`config.mk`:
```
export PLATFORM = sky130hd
export DESIGN_NAME = iel_hst_flat
export DESIGN_NICKNAME = d
export VERILOG_FILES = /design/src/verilog/iel_pkg.sv /design/src/verilog/iel_if.sv /design/src/verilog/iel_hst.sv /design/src/flat_wrapper.sv
export VERILOG_INCLUDE_DIRS = /design/src /design/src/verilog
export SDC_FILE = /design/constraint.sdc
export NUM_CORES = 1
export LEC_CHECK = 0
export BUFFER_PORTS_ARGS = -buffer_cell sky130_fd_sc_hd__clkbuf_2
export CAP_MARGIN = 15
export CORE_ASPECT_RATIO = 0.8
export CORE_MARGIN = 1
export CORE_UTILIZATION = 45
export CTS_CLUSTER_DIAMETER = 100
export DETAILED_ROUTE_END_ITERATION = 8
export PLACE_DENSITY_LB_ADDON = 0.25
export SLEW_MARGIN = 15
export SYNTH_ARGS = -nofsm -noshare
export SYNTH_HDL_FRONTEND = slang
export SYNTH_SLANG_ARGS = --single-unit
```
`constraint.sdc`:
```
create_clock -name clk_i -period 1.6 [get_ports clk_i]
set_clock_uncertainty 0.1 [all_clocks]
set_input_delay 0.08 -clock clk_i [delete_from_list [all_inputs] [get_ports clk_i]]
set_output_delay 0.08 -clock clk_i [all_outputs]
set_load 0.02 [all_outputs]
```
`src/verilog/iel_map.svh`:
```
// constants of the interface interrupt enable logic, with the contract list
// Contract
// - one dedicated request line per interface
// - service request and interface condition causes
// - host writes mask into register 4
// - bit 1 gates service requests; 2 alone
// - host re-enable rewrites last used mask
// - mask never written means zero, all disabled
// - after logging, interface disabled until re-enabled
// - status poll clears the interrupt cause register
// - host re-enables before resuming other work
// - host logs by descending hardware priority
// - priority switch 3 to 6; 7 reserved
`ifndef IEL_MAP_SVH
`define IEL_MAP_SVH
`define IEL_W 16
`define IEL_REG_MASK 4'h4
`define IEL_REG_CAUSE 4'hA
`define IEL_SRQ_BIT 1
`define IEL_MASK_RST 16'h0000
`define IEL_PRIO_MIN 3
`define IEL_PRIO_MAX 6
`define IEL_WB_MASK 4'h0
`define IEL_WB_CMD 4'h4
`define IEL_WB_STAT 4'h8
`define IEL_WB_CAUSE 4'hC
`define IEL_CMD_EN 0
`define IEL_CMD_POLL 2
`define IEL_ST_IRQ 0
`define IEL_ST_LOG 1
`define IEL_ST_BUSY 2
`define IEL_ST_PRIO_LO 4
`endif

```
`src/verilog/iel_pkg.sv`:
```
// types shared by both ends of the interrupt enable link
package iel_pkg;
   typedef enum logic {IEL_H_IDLE = 1'b0, IEL_H_BUSY = 1'b1} iel_hst_t;
   typedef struct packed {
      logic srq_s0;         // first sync stage
      logic srq_s1;         // second sync stage
      logic [15:0] cause;   // sticky cause bits
      logic [15:0] mask;    // enable mask
      logic armed;          // cleared on logging
      logic ack;            // link acknowledge
      logic [15:0] rdata;   // link read data
   } iel_dev_t;
   typedef struct packed {
      iel_hst_t st;         // link fsm
      logic stb;            // link strobe
      logic we;             // link direction
      logic [3:0] addr;     // link register number
      logic [15:0] wdata;   // link write data
      logic [15:0] last_mask; // mask kept for re-enable
      logic [15:0] cause;   // last polled cause
      logic logged;         // event logged, pending service
      logic log;            // one-cycle log pulse
      logic [2:0] lprio;    // priority of logged event
      logic wb_ack;         // bus acknowledge
      logic [31:0] wb_dat;  // bus read data
   } iel_hst_s_t;
endpackage

```
`src/verilog/iel_if.sv`:
```
// link between the interface card and the host
`timescale 1ns/1ns
interface iel_if;
   logic irq;           // request line, card to host
   logic [2:0] prio;    // hardware priority switch
   logic log;           // host logged the event
   logic stb;           // register access strobe
   logic we;            // write when high
   logic [3:0] addr;    // register number
   logic [15:0] wdata;  // write data
   logic ack;           // access done
   logic [15:0] rdata;  // read data
   modport dev (output irq, prio, ack, rdata, input log, stb, we, addr, wdata);
   modport hst (input irq, prio, ack, rdata, output log, stb, we, addr, wdata);
endinterface

```
`src/verilog/iel_hst.sv`:
```
// host end: logs requests, keeps the last mask, polls causes
//
// The Wishbone slave port was chosen for this implementation.
`timescale 1ns/1ns
`include "iel_map.svh"
module iel_hst (
   input wire logic clk_i,           // 25 MHz clock
   input wire logic rst_i,           // sync reset, high
   iel_if.hst lk,                    // card link
   input wire logic wb_cyc_i,        // wishbone cycle
   input wire logic wb_stb_i,        // wishbone strobe
   input wire logic wb_we_i,         // wishbone write
   input wire logic [3:0] wb_adr_i,  // wishbone byte address
   input wire logic [31:0] wb_dat_i, // wishbone write data
   input wire logic [3:0] wb_sel_i,  // wishbone byte lanes
   output logic [31:0] wb_dat_o,     // wishbone read data
   output logic wb_ack_o             // wishbone ack
);
   import iel_pkg::*;

   iel_hst_s_t q;   // registered state
   iel_hst_s_t n;   // next state
   logic wb_take;   // new bus access
   logic idle;      // link free

   // next-state logic
   always_comb begin
      n = q;
      n.log = 1'b0;
      wb_take = wb_cyc_i & wb_stb_i & ~q.wb_ack;
      n.wb_ack = wb_take;
      idle = (q.st == IEL_H_IDLE);
      // bus reads
      if (wb_take & ~wb_we_i) begin
         unique case (wb_adr_i)
            `IEL_WB_MASK: n.wb_dat = {16'h0000, q.last_mask};
            `IEL_WB_STAT: n.wb_dat = {25'h0000000, q.lprio, 1'b0, ~idle, q.logged, lk.irq};
            `IEL_WB_CAUSE: n.wb_dat = {16'h0000, q.cause};
            default: n.wb_dat = 32'h00000000;
         endcase
      end
      // bus writes; a command while busy is dropped
      if (wb_take & wb_we_i) begin
         if (wb_adr_i == `IEL_WB_MASK) begin
            if (wb_sel_i[0]) begin
               n.last_mask[7:0] = wb_dat_i[7:0];
            end
            if (wb_sel_i[1]) begin
               n.last_mask[15:8] = wb_dat_i[15:8];
            end
         end else if (wb_adr_i == `IEL_WB_CMD && idle && wb_sel_i[0]) begin
            if (wb_dat_i[`IEL_CMD_EN]) begin
               // enable always rewrites the kept mask
               n.st = IEL_H_BUSY;
               n.stb = 1'b1;
               n.we = 1'b1;
               n.addr = `IEL_REG_MASK;
               n.wdata = q.last_mask;
            end else if (wb_dat_i[`IEL_CMD_POLL]) begin
               n.st = IEL_H_BUSY;
               n.stb = 1'b1;
               n.we = 1'b0;
               n.addr = `IEL_REG_CAUSE;
            end
         end
      end
      // link completion
      if (q.st == IEL_H_BUSY && lk.ack) begin
         n.st = IEL_H_IDLE;
         n.stb = 1'b0;
         if (q.we) begin
            n.logged = 1'b0;
         end else begin
            n.cause = lk.rdata;
         end
      end
      // log a new request once; card disarms itself on the pulse
      // placed after completion: a request seen as the enable lands is logged, not lost or logged twice
      if (lk.irq & ~q.logged) begin
         n.logged = 1'b1;
         n.log = 1'b1;
         n.lprio = lk.prio;
      end
   end

   // state register
   always_ff @(posedge clk_i) begin
      if (rst_i) begin
         q <= '0;
         q.last_mask <= `IEL_MASK_RST;
      end else begin
         q <= n;
      end
   end

   assign lk.log = q.log;
   assign lk.stb = q.stb;
   assign lk.we = q.we;
   assign lk.addr = q.addr;
   assign lk.wdata = q.wdata;
   assign wb_dat_o = q.wb_dat;
   assign wb_ack_o = q.wb_ack;
endmodule

```
`src/flat_wrapper.sv`:
```
// flat-port wrapper written by rule: the top's interface ports become plain ports
module iel_hst_flat import iel_pkg::*;
  (clk_i, rst_i, wb_cyc_i, wb_stb_i, wb_we_i, wb_adr_i, wb_dat_i, wb_sel_i, wb_dat_o, wb_ack_o, lk_irq, lk_prio, lk_ack, lk_rdata, lk_log, lk_stb, lk_we, lk_addr, lk_wdata);
  iel_if lk_i ();
  input wire logic clk_i;
  input wire logic rst_i;
  input wire logic wb_cyc_i;
  input wire logic wb_stb_i;
  input wire logic wb_we_i;
  input wire logic [3:0] wb_adr_i;
  input wire logic [31:0] wb_dat_i;
  input wire logic [3:0] wb_sel_i;
  output logic [31:0] wb_dat_o;
  output logic wb_ack_o;
  input wire logic [$bits(lk_i.irq)-1:0] lk_irq;
  input wire logic [$bits(lk_i.prio)-1:0] lk_prio;
  input wire logic [$bits(lk_i.ack)-1:0] lk_ack;
  input wire logic [$bits(lk_i.rdata)-1:0] lk_rdata;
  output wire logic [$bits(lk_i.log)-1:0] lk_log;
  output wire logic [$bits(lk_i.stb)-1:0] lk_stb;
  output wire logic [$bits(lk_i.we)-1:0] lk_we;
  output wire logic [$bits(lk_i.addr)-1:0] lk_addr;
  output wire logic [$bits(lk_i.wdata)-1:0] lk_wdata;
  assign lk_i.irq = lk_irq;
  assign lk_i.prio = lk_prio;
  assign lk_i.ack = lk_ack;
  assign lk_i.rdata = lk_rdata;
  assign lk_log = lk_i.log;
  assign lk_stb = lk_i.stb;
  assign lk_we = lk_i.we;
  assign lk_addr = lk_i.addr;
  assign lk_wdata = lk_i.wdata;
  iel_hst u_core (.clk_i(clk_i), .rst_i(rst_i), .lk(lk_i), .wb_cyc_i(wb_cyc_i), .wb_stb_i(wb_stb_i), .wb_we_i(wb_we_i), .wb_adr_i(wb_adr_i), .wb_dat_i(wb_dat_i), .wb_sel_i(wb_sel_i), .wb_dat_o(wb_dat_o), .wb_ack_o(wb_ack_o));
endmodule
```
==> run metrics <==
min cycle time layout 1530 ps; vias in the first global route 2568; final WL 8180 um; gr ovfl total 0; Clock Sinks 73; Psw 837 uW; Fmax 654 MHz; global-route total usage across every layer 0.215; critical path class input pin to register; setup TNS 0 ps; max-cap violation count 0; syn avg cell area 9.44 um^2; largest net degree at the start of global routing 46; Initial Util 0.468; H-tree depth 3; Worst-path clk slew 70 ps; Flop pwr share 0.527; floorplan core area 7430 um^2; CP Launch Type input pin; maximum VDD drop 449 uV; Slew Limit Headroom 0.627; worst min-delay path category input pin to register; share of cells above drive strength 1 0.274; worst skew pair latency 340 ps; Power Density 813 nW/um^2; fin crit share 0.955; CP Data Arrival Time 1720 ps; fin area 4280 um^2; fraction of power consumed by combinational cells 0.101; DRT Pass-1 Iters 4; Fill cells 697; Die Y 80.6 um; RSZ-0062 raised after global routing false; outcome completed; CP max FO 12; setup violators final 0; ys async rst share 0; num ports 122; count of distinct cell types in the synthesized netlist 41; type of destination of the critical path register; share of the synthesized area in the top cell type 0.421; EDFF count, synth 0; Post-synth top cells dfxtp_1, buf_4, nand2b_1; Final Hold Fails 0; worst-margin pin slew 560 ps; top-count cell post-synth dfxtp_1; Rows 28; Switching Fraction 0.241; Worst EP required 1790 ps; DPL Wire Length 5650 um; die area 8080 um^2; Total Nets Final 525; GPL Wtd Cong 0.831; WL/cell 14.4 um; input/output buffers 86; Syn. warnings 0; initial antenna violation count 0; via count 2802; Root Driver clkbuf_8; leak pwr 0.00177 uW; Cell Area, Synth 3470 um^2; Vias per Instance 4.92; Starting DRT DRC Count 149; Max Slew Vio Count 0; first-pass GRT wire length 13000 um; Ant. Diodes 0; Synth Register Bits 73; Internal 2640 uW; Synth Flop Type dfxtp_1; Detail Route Antenna Nets 0; CTS Buf Count 9; CTS tree yes; area post-placement 3720 um^2; DRC viols 0; Die X 100 um; sequential element share of the synthesized area 0.421; P&R area growth vs syn 23.1%; Clk pwr share 0.372; area leader, netlist dfxtp_1; Area contributors post-synth dfxtp_1, buf_4, mux2i_1; Cells after Synth 368; Clock Tree Buf Depth 2
[path summary, 6_finish.rpt]
check / depth (start not counted) / startpoint / endpoint / slack, ps
setup reg to reg: 3 / u_core.wb_ack_o$_SDFF_PP0_ / u_core.lk.wdata[7]$_SDFFE_PP0P_ / 110
setup / recovery: 5 / rst_i / u_core.wb_dat_o[2]$_SDFFE_PP0P_ / 70
hold / removal: 4 / wb_adr_i[0] / u_core.wb_dat_o[14]$_SDFFE_PP0P_ / 20
hold reg to reg: 2 / u_core.q[52]$_SDFFE_PP0P_ / u_core.q[52]$_SDFFE_PP0P_ / 360
[layout make-up]
| cell class | count | area, um^2 | share of cell area |
|---|---|---|---|
| clock buffer | 14 | 163 | 0.0380 |
| clock inverter | 2 | 12.5 | 0.00292 |
| multi-input combinational | 236 | 1580 | 0.369 |
| sequential | 73 | 1460 | 0.342 |
| tap | 105 | 131 | 0.0307 |
| timing repair buffer | 139 | 933 | 0.218 |
[flip-flops by register name (all words and copies together), names as in the netlist]
register,flops
u_core.q,36
u_core.lk.wdata,16
u_core.wb_dat_o,16
u_core.lk.addr,2
u_core.lk.log,1
u_core.lk.stb,1
u_core.wb_ack_o,1
[metrics by stage]
| stage | power, uW | std cells | worst slack [ps] | util | hold WS (ps) |
|---|---|---|---|---|---|
| global placement | 2150 | 516 | 95.8 | 0.501 | 206 |
| detailed placement | 2150 | 516 | 38.7 | 0.501 | 211 |
| finish | 3480 | 569 | 72.0 | 0.576 | 16.7 |
| CTS | 3510 | 569 | 28.8 | 0.574 | 0.170 |
| floorplan | 2070 | 384 | 149 | - | 116 |
| global route | 3630 | 569 | 22.3 | 0.576 | 35.9 |
[routing by layer]
layer  global-route usage  part of all wire
met4               0.0870             0.016
met1                0.289              0.49
met2                0.332              0.45
met3               0.0513             0.047
met5                    0                 0
[critical path, cell delays in order]
cell and delay (ps):
dlygate4sd3_1 530, clkbuf_2 240, nor3_1 330, and3_1 360
a22o_1 170
[logic make-up after synthesis]
kind of cell / count (synthesis) / synth area share
buf+inv: 75 / 0.146
simple gates: 115 / 0.196
other cells: 1 / 0.00108
compound gates: 71 / 0.142
flops: 73 / 0.421
mux: 33 / 0.0951
[cells in the final DEF, fill, tap and decap left out, drive strengths merged, types with 2 or more instances in the layout]
| master | n |
|---|---|
| nor2b | 2 |
| o21ai | 2 |
| nand3 | 2 |
| conb | 17 |
| and4bb | 2 |
| clkbuf | 100 |
| dlygate4sd3 | 37 |
| and3b | 2 |
| nor2 | 8 |
| o31ai | 8 |
| and3 | 3 |
| buf | 16 |
| nor3b | 4 |
| mux2i | 33 |
| nand2b | 42 |
| o2bb2ai | 15 |
| dfxtp | 73 |
| a22oi | 9 |
| nand4 | 9 |
| nand3b | 2 |
| a22o | 6 |
| a21oi | 27 |
| nor3 | 2 |
| nand2 | 33 |
[timing repair]
action | in CTS | in global routing
gates resized for setup | 0 | 3
endpoints found under the setup margin | 0 | 19
hold buffers | 37 | 0
setup buffers | 0 | 0
hold endpoints to repair | 39 | 0
[power groups by stage]
stage | clock, uW | sequential (uW) | combinational [uW]
2_1_floorplan | 0 | 1880 | 194
3_3_place_gp | 0 | 1870 | 271
3_5_place_dp | 0 | 1880 | 275
4_1_cts | 1330 | 1830 | 346
5_1_grt | 1410 | 1830 | 381
6_report | 1290 | 1830 | 351
(Power assumes the default switching activity.)
